<file path="src/hw/igmdc_pkg.sv">
// Constants and types shared by the input gain, mute and offset filter block.
// Assumes a 32-bit classic Wishbone bus with byte addresses, one register per word.
package igmdc_pkg;

  // ******************************************************************
  // Bus and register map
  // ******************************************************************
  localparam int unsigned ADR_W = 8;
  localparam int unsigned DAT_W = 32;
  localparam int unsigned SEL_W = 4;
  localparam int unsigned IDX_W = ADR_W - 2;

  localparam logic [IDX_W-1:0] IDX_LEFT_INPUT   = 6'h00;
  localparam logic [IDX_W-1:0] IDX_RIGHT_INPUT  = 6'h01;
  localparam logic [IDX_W-1:0] IDX_AUDIO_PATH   = 6'h05;
  localparam logic [IDX_W-1:0] IDX_RATE_SELECT  = 6'h08;
  localparam logic [IDX_W-1:0] IDX_LEFT_OFFSET  = 6'h0a;
  localparam logic [IDX_W-1:0] IDX_RIGHT_OFFSET = 6'h0b;

  // ******************************************************************
  // Field layout
  // ******************************************************************
  localparam int unsigned GAIN_W       = 5;
  localparam int unsigned GAIN_LSB     = 0;
  localparam int unsigned SILENCE_BIT  = 7;
  localparam int unsigned SHARED_BIT   = 8;
  localparam int unsigned HPD_BIT      = 0;
  localparam int unsigned HOLD_BIT     = 4;
  localparam int unsigned RATE_W       = 2;
  localparam int unsigned RATE_LSB     = 0;
  localparam int unsigned SEL_LOW_LANE = 0;
  localparam int unsigned SEL_HI_LANE  = 1;

  // ******************************************************************
  // Reset values
  // ******************************************************************
  localparam logic [GAIN_W-1:0] GAIN_RESET    = 5'h17;
  localparam logic              SILENCE_RESET = 1'b1;
  localparam logic              HPD_RESET     = 1'b0;
  localparam logic              HOLD_RESET    = 1'b0;
  localparam logic [RATE_W-1:0] RATE_RESET    = 2'h0;

  // ******************************************************************
  // Sample path
  // ******************************************************************
  localparam int unsigned SAMPLE_W   = 24;
  localparam int unsigned MAX_SHIFT  = 3;
  localparam int unsigned ACC_W      = SAMPLE_W + MAX_SHIFT;
  localparam int unsigned CNT_W      = MAX_SHIFT;
  localparam int unsigned HP_SHIFT   = 8;
  localparam int unsigned NUM_CH     = 2;
  localparam int unsigned FIFO_DEPTH = 4;

  typedef enum logic [1:0] {
    IGMDC_FILT_PASS,
    IGMDC_FILT_HALF,
    IGMDC_FILT_QUARTER,
    IGMDC_FILT_EIGHTH
  } igmdc_filter_type;

endpackage : igmdc_pkg

</file>
<file path="src/hw/igmdc_fifo.sv">
// Small synchronous FIFO with valid and ready on both sides.
// Assumes one clock and a synchronous active-low reset.
`timescale 1ns/1ns
module igmdc_fifo #(
  parameter int unsigned WIDTH = 48,
  parameter int unsigned DEPTH = 4
) (
  // Clock and reset.
  input  wire logic             clk_i,
  input  wire logic             reset_n_i,
  // Fill side.
  input  wire logic             in_valid_i,
  output logic                  in_ready_o,
  input  wire logic [WIDTH-1:0] in_data_i,
  // Drain side.
  output logic                  out_valid_o,
  input  wire logic             out_ready_i,
  output logic [WIDTH-1:0]      out_data_o
);

  localparam int unsigned PTR_W = $clog2(DEPTH);

  typedef struct packed {
    logic [DEPTH-1:0][WIDTH-1:0] mem;
    logic [PTR_W-1:0]            wr_ptr;
    logic [PTR_W-1:0]            rd_ptr;
    logic [PTR_W:0]              count;
  } igmdc_fifo_state_type;

  igmdc_fifo_state_type s_reg;
  igmdc_fifo_state_type s_next;
  logic                 push;
  logic                 pop;

  assign in_ready_o  = (s_reg.count != (PTR_W+1)'(DEPTH));
  assign out_valid_o = (s_reg.count != '0);
  assign out_data_o  = s_reg.mem[s_reg.rd_ptr];
  assign push        = in_valid_i & in_ready_o;
  assign pop         = out_valid_o & out_ready_i;

  always_comb begin
    s_next = s_reg;
    if (push) begin
      s_next.mem[s_reg.wr_ptr] = in_data_i;
      s_next.wr_ptr            = (s_reg.wr_ptr == PTR_W'(DEPTH - 1)) ? '0 : s_reg.wr_ptr + 1'b1;
    end
    if (pop) begin
      s_next.rd_ptr = (s_reg.rd_ptr == PTR_W'(DEPTH - 1)) ? '0 : s_reg.rd_ptr + 1'b1;
    end
    if (push && !pop) begin
      s_next.count = s_reg.count + 1'b1;
    end else if (pop && !push) begin
      s_next.count = s_reg.count - 1'b1;
    end
  end

  always_ff @(posedge clk_i) begin
    if (!reset_n_i) begin
      s_reg <= '0;
    end else begin
      s_reg <= s_next;
    end
  end

endmodule : igmdc_fifo

</file>
<file path="src/hw/igmdc_top.sv">
// Stereo line-input control: gain and silence settings, decimation and DC offset removal.
// Assumes a classic Wishbone master and a modulator source delivering both channels together.
//
// Notes on behaviour
// - Right gain is five bits; 11111 is +12 dB, 1.5 dB per code down.
// - Right silence bit 7 mutes the right input; it is set after reset.
// - Right write with bit 8 set loads the same gain and silence into left.
// - Left write with shared-load bit set copies left gain and silence into right.
// - Audio path bit 0 disables the high-pass stage; reset value 0 enables it.
// - While enabled, the offset estimate keeps updating and is subtracted from samples.
// - Hold bit 4 set at disable freezes the estimate and keeps subtracting it.
// - While disabled, the held estimate keeps its value until the stage is re-enabled or the hold bit is cleared.
// - Hold bit clear (reset value) clears the estimate when disabled; no correction.
// - Samples are summed at 27 bits while decimating, then cut to 24 bits at the output rate.
// - Both channels always run together; no per-channel enable exists.
// - Decimation filter type follows the chosen sample rate automatically.
// - Left gain uses the same coding and resets to 10111, i.e. 0 dB.
//
// Register access over Wishbone was decided locally.
`timescale 1ns/1ns
module igmdc_top (
  // Clock and reset.
  input  wire logic                                  clk_i,
  input  wire logic                                  reset_n_i,
  // Wishbone slave.
  input  wire logic                                  cyc_i,
  input  wire logic                                  stb_i,
  input  wire logic                                  we_i,
  input  wire logic [igmdc_pkg::ADR_W-1:0]           adr_i,
  input  wire logic [igmdc_pkg::SEL_W-1:0]           sel_i,
  input  wire logic [igmdc_pkg::DAT_W-1:0]           dat_i,
  output logic [igmdc_pkg::DAT_W-1:0]                dat_o,
  output logic                                       ack_o,
  // Analogue front-end settings.
  output logic [igmdc_pkg::GAIN_W-1:0]               left_gain_code_o,
  output logic                                       left_silence_o,
  output logic [igmdc_pkg::GAIN_W-1:0]               right_gain_code_o,
  output logic                                       right_silence_o,
  output igmdc_pkg::igmdc_filter_type                filter_type_o,
  // Modulator sample input, both channels per beat.
  input  wire logic                                  in_valid_i,
  output logic                                       in_ready_o,
  input  wire logic [igmdc_pkg::SAMPLE_W-1:0]        in_left_i,
  input  wire logic [igmdc_pkg::SAMPLE_W-1:0]        in_right_i,
  // Decimated, offset-corrected output.
  output logic                                       out_valid_o,
  input  wire logic                                  out_ready_i,
  output logic [igmdc_pkg::SAMPLE_W-1:0]             out_left_o,
  output logic [igmdc_pkg::SAMPLE_W-1:0]             out_right_o
);

  import igmdc_pkg::*;

  // ******************************************************************
  // State
  // ******************************************************************
  typedef struct packed {
    logic                               ack;
    logic [DAT_W-1:0]                   rdata;
    logic [GAIN_W-1:0]                  left_gain;
    logic                               left_silence;
    logic [GAIN_W-1:0]                  right_gain;
    logic                               right_silence;
    logic                               highpass_disable;
    logic                               offset_hold;
    logic [RATE_W-1:0]                  rate;
    logic [CNT_W-1:0]                   dec_count;
    logic [NUM_CH-1:0][ACC_W-1:0]       acc;
    logic [NUM_CH-1:0][SAMPLE_W-1:0]    est;
  } igmdc_state_type;

  igmdc_state_type                  s_reg;
  igmdc_state_type                  s_next;
  logic                             fifo_in_ready;
  logic                             push_valid;
  logic [2*SAMPLE_W-1:0]            push_data;
  logic [2*SAMPLE_W-1:0]            pop_data;
  logic [IDX_W-1:0]                 idx;
  logic                             access;
  logic                             write_now;
  logic                             take;
  logic                             last_beat;

  // ******************************************************************
  // Helper functions
  // ******************************************************************
  // Maps the rate selection onto the decimation filter in use.
  function automatic igmdc_filter_type filter_of(input logic [RATE_W-1:0] rate);
    unique case (rate)
      2'h0:    filter_of = IGMDC_FILT_PASS;
      2'h1:    filter_of = IGMDC_FILT_HALF;
      2'h2:    filter_of = IGMDC_FILT_QUARTER;
      2'h3:    filter_of = IGMDC_FILT_EIGHTH;
    endcase
  endfunction : filter_of

  // Number of input beats per output sample, minus one.
  function automatic logic [CNT_W-1:0] beats_of(input logic [RATE_W-1:0] rate);
    beats_of = CNT_W'((1 << rate) - 1);
  endfunction : beats_of

  // Clamps a 25-bit signed difference into the 24-bit sample range.
  function automatic logic [SAMPLE_W-1:0] sat24(input logic signed [SAMPLE_W:0] v);
    if (v[SAMPLE_W] != v[SAMPLE_W-1]) begin
      sat24 = {v[SAMPLE_W], {(SAMPLE_W-1){~v[SAMPLE_W]}}};
    end else begin
      sat24 = v[SAMPLE_W-1:0];
    end
  endfunction : sat24

  // Sign-extends one channel's stored estimate into a 32-bit read word.
  function automatic logic [DAT_W-1:0] ext32(input logic [SAMPLE_W-1:0] v);
    ext32 = {{(DAT_W-SAMPLE_W){v[SAMPLE_W-1]}}, v};
  endfunction : ext32

  // ******************************************************************
  // Bus decode
  // ******************************************************************
  assign idx       = adr_i[ADR_W-1:2];
  assign access    = cyc_i & stb_i;
  assign write_now = access & we_i & s_reg.ack;

  // ******************************************************************
  // Sample path handshake
  // ******************************************************************
  // Back-pressure from the FIFO stalls the modulator side on every beat.
  assign take       = in_valid_i & fifo_in_ready;
  assign last_beat  = (s_reg.dec_count == beats_of(s_reg.rate));
  assign in_ready_o = fifo_in_ready;
  assign push_valid = take & last_beat;

  // ******************************************************************
  // Next-state logic
  // ******************************************************************
  always_comb begin
    logic [NUM_CH-1:0][SAMPLE_W-1:0]  x;
    logic signed [ACC_W-1:0]          sum;
    logic signed [ACC_W-1:0]          dec;
    logic signed [SAMPLE_W-1:0]       d24;
    logic signed [SAMPLE_W-1:0]       cur_est;
    logic signed [SAMPLE_W:0]         diff;
    logic signed [SAMPLE_W:0]         step;
    x       = {in_right_i, in_left_i};
    sum     = '0;
    dec     = '0;
    d24     = '0;
    cur_est = '0;
    diff    = '0;
    step    = '0;
    s_next    = s_reg;
    push_data = '0;

    // Answer every request one cycle after it appears, then drop ack.
    s_next.ack = access & ~s_reg.ack;
    if (access && !s_reg.ack) begin
      unique case (idx)
        IDX_LEFT_INPUT: begin
          s_next.rdata                                  = '0;
          s_next.rdata[GAIN_LSB +: GAIN_W]              = s_reg.left_gain;
          s_next.rdata[SILENCE_BIT]                     = s_reg.left_silence;
        end
        IDX_RIGHT_INPUT: begin
          s_next.rdata                                  = '0;
          s_next.rdata[GAIN_LSB +: GAIN_W]              = s_reg.right_gain;
          s_next.rdata[SILENCE_BIT]                     = s_reg.right_silence;
        end
        IDX_AUDIO_PATH: begin
          s_next.rdata                                  = '0;
          s_next.rdata[HPD_BIT]                         = s_reg.highpass_disable;
          s_next.rdata[HOLD_BIT]                        = s_reg.offset_hold;
        end
        IDX_RATE_SELECT: begin
          s_next.rdata                                  = '0;
          s_next.rdata[RATE_LSB +: RATE_W]              = s_reg.rate;
        end
        IDX_LEFT_OFFSET:  s_next.rdata = ext32(s_reg.est[0]);
        IDX_RIGHT_OFFSET: s_next.rdata = ext32(s_reg.est[1]);
        default:          s_next.rdata = '0;
      endcase
    end

    // Writes land at the edge that carries ack.
    if (write_now && sel_i[SEL_LOW_LANE]) begin
      unique case (idx)
        IDX_LEFT_INPUT: begin
          s_next.left_gain    = dat_i[GAIN_LSB +: GAIN_W];
          s_next.left_silence = dat_i[SILENCE_BIT];
          if (sel_i[SEL_HI_LANE] && dat_i[SHARED_BIT]) begin
            s_next.right_gain    = dat_i[GAIN_LSB +: GAIN_W];
            s_next.right_silence = dat_i[SILENCE_BIT];
          end
        end
        IDX_RIGHT_INPUT: begin
          s_next.right_gain    = dat_i[GAIN_LSB +: GAIN_W];
          s_next.right_silence = dat_i[SILENCE_BIT];
          if (sel_i[SEL_HI_LANE] && dat_i[SHARED_BIT]) begin
            s_next.left_gain    = dat_i[GAIN_LSB +: GAIN_W];
            s_next.left_silence = dat_i[SILENCE_BIT];
          end
        end
        IDX_AUDIO_PATH: begin
          s_next.highpass_disable = dat_i[HPD_BIT];
          s_next.offset_hold      = dat_i[HOLD_BIT];
        end
        IDX_RATE_SELECT: begin
          s_next.rate = dat_i[RATE_LSB +: RATE_W];
        end
        default: begin
        end
      endcase
    end

    // Decimation: a boxcar over 1, 2, 4 or 8 beats on both channels at once.
    if (take) begin
      s_next.dec_count = last_beat ? '0 : s_reg.dec_count + 1'b1;
    end
    for (int ch = 0; ch < NUM_CH; ch++) begin
      sum     = $signed(s_reg.acc[ch]) + ACC_W'($signed(x[ch]));
      dec     = sum >>> s_reg.rate;
      d24     = dec[SAMPLE_W-1:0];
      cur_est = $signed(s_reg.est[ch]);
      diff    = {d24[SAMPLE_W-1], d24} - {cur_est[SAMPLE_W-1], cur_est};
      step    = diff >>> HP_SHIFT;
      push_data[ch*SAMPLE_W +: SAMPLE_W] = sat24(diff);
      if (take) begin
        s_next.acc[ch] = last_beat ? '0 : sum;
      end
      if (s_reg.highpass_disable) begin
        if (!s_reg.offset_hold) begin
          s_next.est[ch] = '0;
        end
      end else if (push_valid) begin
        s_next.est[ch] = SAMPLE_W'(cur_est + step[SAMPLE_W-1:0]);
      end
    end

    // A new rate restarts accumulation so no output mixes two rates.
    if (write_now && sel_i[SEL_LOW_LANE] && idx == IDX_RATE_SELECT) begin
      s_next.dec_count = '0;
      s_next.acc       = '0;
    end
  end

  // ******************************************************************
  // State register
  // ******************************************************************
  always_ff @(posedge clk_i) begin
    if (!reset_n_i) begin
      s_reg                  <= '0;
      s_reg.left_gain        <= GAIN_RESET;
      s_reg.left_silence     <= SILENCE_RESET;
      s_reg.right_gain       <= GAIN_RESET;
      s_reg.right_silence    <= SILENCE_RESET;
      s_reg.highpass_disable <= HPD_RESET;
      s_reg.offset_hold      <= HOLD_RESET;
      s_reg.rate             <= RATE_RESET;
    end else begin
      s_reg <= s_next;
    end
  end

  // ******************************************************************
  // Output FIFO
  // ******************************************************************
  igmdc_fifo #(
    .WIDTH (2 * SAMPLE_W),
    .DEPTH (FIFO_DEPTH)
  ) u_fifo (
    .clk_i       (clk_i),
    .reset_n_i   (reset_n_i),
    .in_valid_i  (push_valid),
    .in_ready_o  (fifo_in_ready),
    .in_data_i   (push_data),
    .out_valid_o (out_valid_o),
    .out_ready_i (out_ready_i),
    .out_data_o  (pop_data)
  );

  // ******************************************************************
  // Outputs
  // ******************************************************************
  assign dat_o             = s_reg.rdata;
  assign ack_o             = s_reg.ack;
  assign left_gain_code_o  = s_reg.left_gain;
  assign left_silence_o    = s_reg.left_silence;
  assign right_gain_code_o = s_reg.right_gain;
  assign right_silence_o   = s_reg.right_silence;
  assign filter_type_o     = filter_of(s_reg.rate);
  assign out_left_o        = pop_data[0 +: SAMPLE_W];
  assign out_right_o       = pop_data[SAMPLE_W +: SAMPLE_W];

endmodule : igmdc_top

</file>
<file path="config.mk">
export PLATFORM = sky130hd
export DESIGN_NAME = igmdc_top
export DESIGN_NICKNAME = d
export VERILOG_FILES = /design/src/hw/igmdc_pkg.sv /design/src/hw/igmdc_fifo.sv /design/src/hw/igmdc_top.sv
export SDC_FILE = /design/constraint.sdc
export NUM_CORES = 1
export LEC_CHECK = 0
export BUFFER_PORTS_ARGS = -buffer_cell sky130_fd_sc_hd__buf_2
export CAP_MARGIN = 20
export CORE_MARGIN = 1.5
export CORE_UTILIZATION = 61
export DETAILED_ROUTE_END_ITERATION = 6
export GPL_TIMING_DRIVEN = 0
export HOLD_SLACK_MARGIN = 0.06
export PLACE_DENSITY = 0.82
export SLEW_MARGIN = 5
export SYNTH_ARGS = -nofsm -noshare
export SYNTH_HDL_FRONTEND = slang
export SYNTH_SLANG_ARGS = --single-unit
</file>
<file path="constraint.sdc">
create_clock -name clk_i -period 7.2 [get_ports clk_i]
set_input_delay 0.72 -clock clk_i [delete_from_list [all_inputs] [get_ports clk_i]]
set_output_delay 0.72 -clock clk_i [all_outputs]
set_load 0.03 [all_outputs]
</file>
After elaboration in Yosys (flattened, before gate mapping)
Cells that the tools add are included.
{"block": "word_totals", "inputBits": 99, "wordCells": 113, "regBits": 353, "out_inout_bits": 97}
{"block": "op_classes", "reduce_logical": 22, "mux": 23, "n_addsub": 12, "shifts": 3, "eq_ne": 17, "bitwise_logic": 12, "n_lt_le_gt_ge": 3}
{"op": "bitwise mux 192 bit", "count": 1}
{"op": "case mux 32 bit (6 select lines)", "count": 1}
{"op": "two-way mux 24 bit", "count": 7}
{"op": "binary-select mux 48 bit (select 2 bit)", "count": 1}
{"op": "demux 48 bit (select 2 bit)", "count": 1}
{"op": "two-way mux 48 bit", "count": 2}
{"op": "adder 27 x 24 -> 27 bit", "count": 2}
{"op": "two-way mux 27 bit", "count": 2}
{"op": ">>> shifter 27 x 2 -> 24 bit", "count": 2}
{"op": "subtractor 24 x 24 -> 25 bit", "count": 2}
{"op": "adder 24 bit", "count": 2}
{"op": "case mux 12 bit (2 select lines)", "count": 1}
{"op": "== test 6 x 4 -> 1 bit, second input constant", "count": 3}
{"op": "two-way mux 3 bit", "count": 3}
{"op": "AND 1 bit", "count": 8}
{"op": "== test 2 bit, second input constant", "count": 4}
{"op": "case mux 2 bit (4 select lines)", "count": 1}
{"op": "logical AND 1 bit", "count": 7}
{"op": "adder 3 x 1 -> 3 bit, second input constant", "count": 2}
{"op": "== test 6 x 1 -> 1 bit, second input constant", "count": 1}
{"op": "== test 6 x 3 -> 1 bit, second input constant", "count": 1}
{"op": "logical NOT 6 bit", "count": 1}
{"op": "< comparator 2 x 3 -> 1 bit, second input constant", "count": 2}
{"op": "two-way mux 6 bit", "count": 1}
{"op": "19 further kinds", "count": 34}

Logic depth before layout (Yosys ltp)
{"block": "logic_depth", "depth_word": 9, "ltp_mapped": 33, "ltp_nobuf": 32}

Cells and area by module
Synthesis repeated with hierarchy kept, for this count alone.
{"block": "unflattened", "hier_cells": 2641, "hier_area_um2": 22774.3}
{"mod": "igmdc_top", "instances": 1, "cells_per_inst": 1857, "area_each_um2": 14224.9, "seq_area_each_um2": 2922.8}
{"mod": "igmdc_fifo", "instances": 1, "cells_per_inst": 784, "area_each_um2": 8549.4, "seq_area_each_um2": 3983.8}

Worst setup path after synthesis
No wires, ideal clock.
{"block": "synth_timing", "path_kind": "in2reg", "start": "in in_left_i[0] (netlist bit)", "end": "reg s_reg[23] (netlist bit)", "n_path_buf": 1, "stages": 32, "setup_time_ns": 0.069, "arrival_ns": 6.485, "required_ns": 7.131, "path_slack_ns": 0.646, "path_cell_list": "ha_1 > fa_1 > a21o_1 > a21oi_1 > o21bai_1 > a31o_2 > o31ai_1 > nand2b_1 > xor2_1 > mux2i_1 > mux2i_1 > ha_1 > buf_2 > nand2_1 > or2_0 > a2111o_1 > nand2_1 > a311oi_1 > o21bai_1 > a21oi_1 > xnor2_1 > ha_1 > a21o_1 > a21o_1 > a21o_1 > a21oi_1 > a2bb2oi_1 > o41ai_1 > nand3_1 > nor4b_1 > o221ai_1 > o21ai_1"}
{"block": "synth_via", "elab_chain_len": 6}
{"element": "from (decl)", "line": "igmdc_top.sv:43", "rtl": "input wire logic [igmdc_pkg::SAMPLE_W-1:0] in_left_i,"}
{"element": "adder 27 x 24 -> 27 bit", "line": "igmdc_top.sv:218", "rtl": "sum = $signed(s_reg.acc[ch]) + ACC_W'($signed(x[ch]));"}
{"element": ">>> shifter 27 x 2 -> 24 bit", "line": "igmdc_top.sv:219", "rtl": "dec = sum >>> s_reg.rate;"}
{"element": "subtractor 24 x 24 -> 25 bit", "line": "igmdc_top.sv:222", "rtl": "diff = {d24[SAMPLE_W-1], d24} - {cur_est[SAMPLE_W-1], cur_est};"}
{"element": "adder 24 bit", "line": "igmdc_top.sv:233", "rtl": "s_next.est[ch] = SAMPLE_W'(cur_est + step[SAMPLE_W-1:0]);"}
{"element": "two-way mux 24 bit", "line": "igmdc_top.sv:232", "rtl": "end else if (push_valid) begin"}
{"element": "two-way mux 24 bit", "line": "igmdc_top.sv:228", "rtl": "if (s_reg.highpass_disable) begin"}
{"element": "to (signal assigned)", "line": "igmdc_top.sv:258", "rtl": "s_reg <= s_next;"}
{"element": "to (decl)", "line": "igmdc_top.sv:72", "rtl": "igmdc_state_type s_reg;"}
Every way passes these cells. The select of a mux whose other input is x is not followed.
A chain may end at the register's enable or synchronous reset.

Worst setup path in the final report
{"block": "layout_timing", "start": "reg s_reg[76] (netlist bit)", "end": "reg s_reg[47] (netlist bit)"}
{"block": "layout_via", "elab_chain_len": 6}
{"element": "adder 27 x 24 -> 27 bit", "line": "igmdc_top.sv:218"}
{"element": ">>> shifter 27 x 2 -> 24 bit", "line": "igmdc_top.sv:219"}
{"element": "subtractor 24 x 24 -> 25 bit", "line": "igmdc_top.sv:222"}
{"element": "adder 24 bit", "line": "igmdc_top.sv:233"}
{"element": "two-way mux 24 bit", "line": "igmdc_top.sv:232"}
{"element": "two-way mux 24 bit", "line": "igmdc_top.sv:228"}
Every way passes these cells. The select of a mux whose other input is x is not followed.

==> flow_summary.yaml <==
final_layout:
  final_util_pct: 70.4
  largest_register_ff_count: 199
  fill_cells: 2756
  multi_input_area_um2: 13900
  final_design_area_no_fill_um2: 24900
  seqCellArea_um2: 6910
  number_of_nets_in_the_layout: 3041
  area_growth_pct: 14.4
  stdcell_count: 3270
  drive_gt1_share_pct: 17.0
placement:
  post_dp_cell_area_um2: 23200
  placedCellCount: 3186
  dpl.hpwl_um: 52400
  place.gp.congestion: 0.975
  io_buffer_count: 164
  preCtsSetupSlack_ns: -0.720
synthesis:
  synth.cell_area_um2: 21800
  synth.top_cell.area_share_pct: 31.7
  yosysMostFrequentCell: "sky130_fd_sc_hd__dfxtp_1"
  yosys-mux-area-fraction_pct: 9.85
  post_synth_fa_ha_maj_area_fraction_pct: 9.55
  yosys_most_used_dff: "sky130_fd_sc_hd__dfxtp_1"
  synth-xor-area-share_pct: 4.66
  syn-instance-count: 2560
  cell_type_with_the_highest_aggregate_area_in_the_netlist: "sky130_fd_sc_hd__dfxtp_1"
  synth.ff_latch_count: 345
  largest_family_of_logic_cells_by_synthesized_area: "compound AO/OA/AOI/OAI gates"
  ys_seq_area_share_pct: 31.7
  synth-edff-count: 0
  synthDistinctLibCells: 89
  yosys_warnings: 0
  syn-num-nets: 2821
  synth-simple-area-share_pct: 15.2
  ys_async_sr_fraction_pct: 0
  syn-mean-instance-area_um2: 8.51
  yosys-top-cells-count: "sky130_fd_sc_hd__dfxtp_1, sky130_fd_sc_hd__nand2_1, sky130_fd_sc_hd__nor2_1"
  top_post_synthesis_cells_by_area: "sky130_fd_sc_hd__dfxtp_1, sky130_fd_sc_hd__ha_1, sky130_fd_sc_hd__mux4_2"
  synth_compound_area_share_pct: 23.2
timing:
  slew-limit-headroom_pct: 28.7
  fin_hold_ws_ns: 0.388
  hold_violations: 0
  timing_worst_slew_pin_value_ns: 1.07
  report.final.setup_viol: 0
  clock.fmax_mhz: 144
  final.min_clock_period_ns: 6.93
  worst_slack_ns: 0.269
  grt_setup_unrepaired: "true"
  finalCritPeriodShare_pct: 96.3
  timing.final.max_slew_violations: 0
  setup-tns-final_ns: 0
  clock_skew_ns: 0.0198
floorplanning:
  dieWidth_um: 192
  die_height_um: 192
  placeableCoreArea_um2: 35400
  initial_utilization_pct: 61.5
  dieArea_um2: 36800
  io_pins: 196
  std_cell_rows: 69
worst_setup_path:
  setup.reg_to_reg.worst_slack_ns: 0.27
  critPathMaxStageDelay_ns: 0.51
  cp_max_stage_cell: "sky130_fd_sc_hd__o31ai_2"
  crit_path_start_kind: "flop"
  cp-end-kind: "flop"
  criticalPathCategory: "reg -> reg"
  most_frequent_cell_on_the_critical_path: "sky130_fd_sc_hd__o21ai_0"
  critical_path_peak_fanout: 4
  timing.critical_path.required_ns: 7.70
  cp.arrival_ns: 7.43
grt:
  track_usage_pct: 36.3
  grtUsageMet2_pct: 59.7
  use_met3_pct: 7.66
  gr-total-overflow: 0
  groute.layer.met1.usage_pct: 45.3
  grt_pass1_wl_um: 104000
  grt_max_degree: 17
  busiest_layer: "met2"
  grt_pass1_vias: 19900
  grt_antenna_before_repair: 4
detailed_routing:
  initialDrtViolationCount: 2207
  detail_route.first_pass.iterations: 7
  per_cell_routed_wire_length_um: 21.2
  antenna_violating_nets_post_route: 0
  vias: 21100
  route.detailed.vias_per_inst: 6.44
  drt_drc_violations_left: 8
  totalWireLength_um: 69200
clock_tree:
  cts.path.max_buffers: 3
  clock_sinks: 345
  cts_root_buf: "sky130_fd_sc_hd__clkbuf_16"
  clkTransAtPathRegs_ns: 0.06
  cts.htree.levels: 2
  numCtsBuffers: 38
  worst_skew_pair.late_latency_ns: 0.58
  cts_hold_buf: 0
  cts_tree: "built"
status:
  outcome: "finished, violations left"
  violations: "design-rule violations"
flow_run:
  maxCapViolations: 0
power:
  total_leakage_power_nw: 10.4
  power_mw: 9.69
  powerDensity_nw_per_um2: 389
  worst_ir_drop_vdd_v: 0.000328
worst_hold_path:
  hp-class: "in -> reg"
-- critical path: cells and delay by family, from the launching register on --
kind	cells	cell delay, ns
DFF	1	0.40
and+or+nand+nor	2	0.24
muxes	1	0.23
xor gates and xnor gates	3	0.68
AOI/OAI and AO/OA	21	4.33
adders and majority gates	3	0.97
-- cell families after synthesis --
kind of cell	after synthesis
and+or+nand+nor	717
DFF	345
muxes	151
AOI/OAI and AO/OA	793
xor gates and xnor gates	115
buffers and inverters	277
adders and majority gates	162
-- routing by layer --
layer  vias up  part of all wire (%)
met5         -                     0
met3       223                   9.8
met4         0                   4.9
met2      1174                    45
li1       9663                     -
met1      9993                    40
-- power by group --
group | switching, mW | internal [mW]
combinational | 3.21 | 1.91
sequential | 0.268 | 2.23
clock | 0.864 | 1.22
total | 4.34 | 5.36
-- final timing paths --
kind / end / start / depth (start not counted)
setup reg to reg: s_reg[47] / s_reg[76] / 30
hold reg to reg: u_fifo.s_reg[69] / u_fifo.s_reg[69] / 2
setup / recovery: s_reg[47] / s_reg[76] / 30
hold / removal: left_silence_o / dat_i[7] / 3
-- area by class of cell --
cell class                 count  area share [%]
antenna                        1          0.0100
buffer                       173            3.54
clock buffer                  52            4.39
clock inverter                16           0.859
inverter                     102            1.54
multi-input combinational   1938            55.8
sequential                   345            27.7
tap                          461            2.31
timing repair buffer         182            3.83
-- placed cells by master (no fill, tap or decap), types with 52 or more instances in the layout --
master                     Yosys  final
sky130_fd_sc_hd__buf_4        44     61
sky130_fd_sc_hd__nand2_1     235    234
sky130_fd_sc_hd__nor2_1      218    218
sky130_fd_sc_hd__dfxtp_1     345    345
sky130_fd_sc_hd__nor3_1       52     52
sky130_fd_sc_hd__buf_2        14    178
sky130_fd_sc_hd__o21ai_1      84     87
sky130_fd_sc_hd__mux2i_1      89     88
sky130_fd_sc_hd__clkbuf_1     99    101
sky130_fd_sc_hd__ha_1        155    154
sky130_fd_sc_hd__xnor2_1      71     68
sky130_fd_sc_hd__inv_1       101    101
sky130_fd_sc_hd__o21ai_0     161    156
sky130_fd_sc_hd__a21oi_1     199    190
sky130_fd_sc_hd__a22oi_1      65     65
-- what timing repair did --
action,4_1_cts,5_1_grt
pin swaps,0,15
gates resized for setup,6,58
buffers inserted,0,16
gates cloned,0,0
endpoints found under the setup margin,5,21
Note: power is estimated with default switching activity, not from simulation.
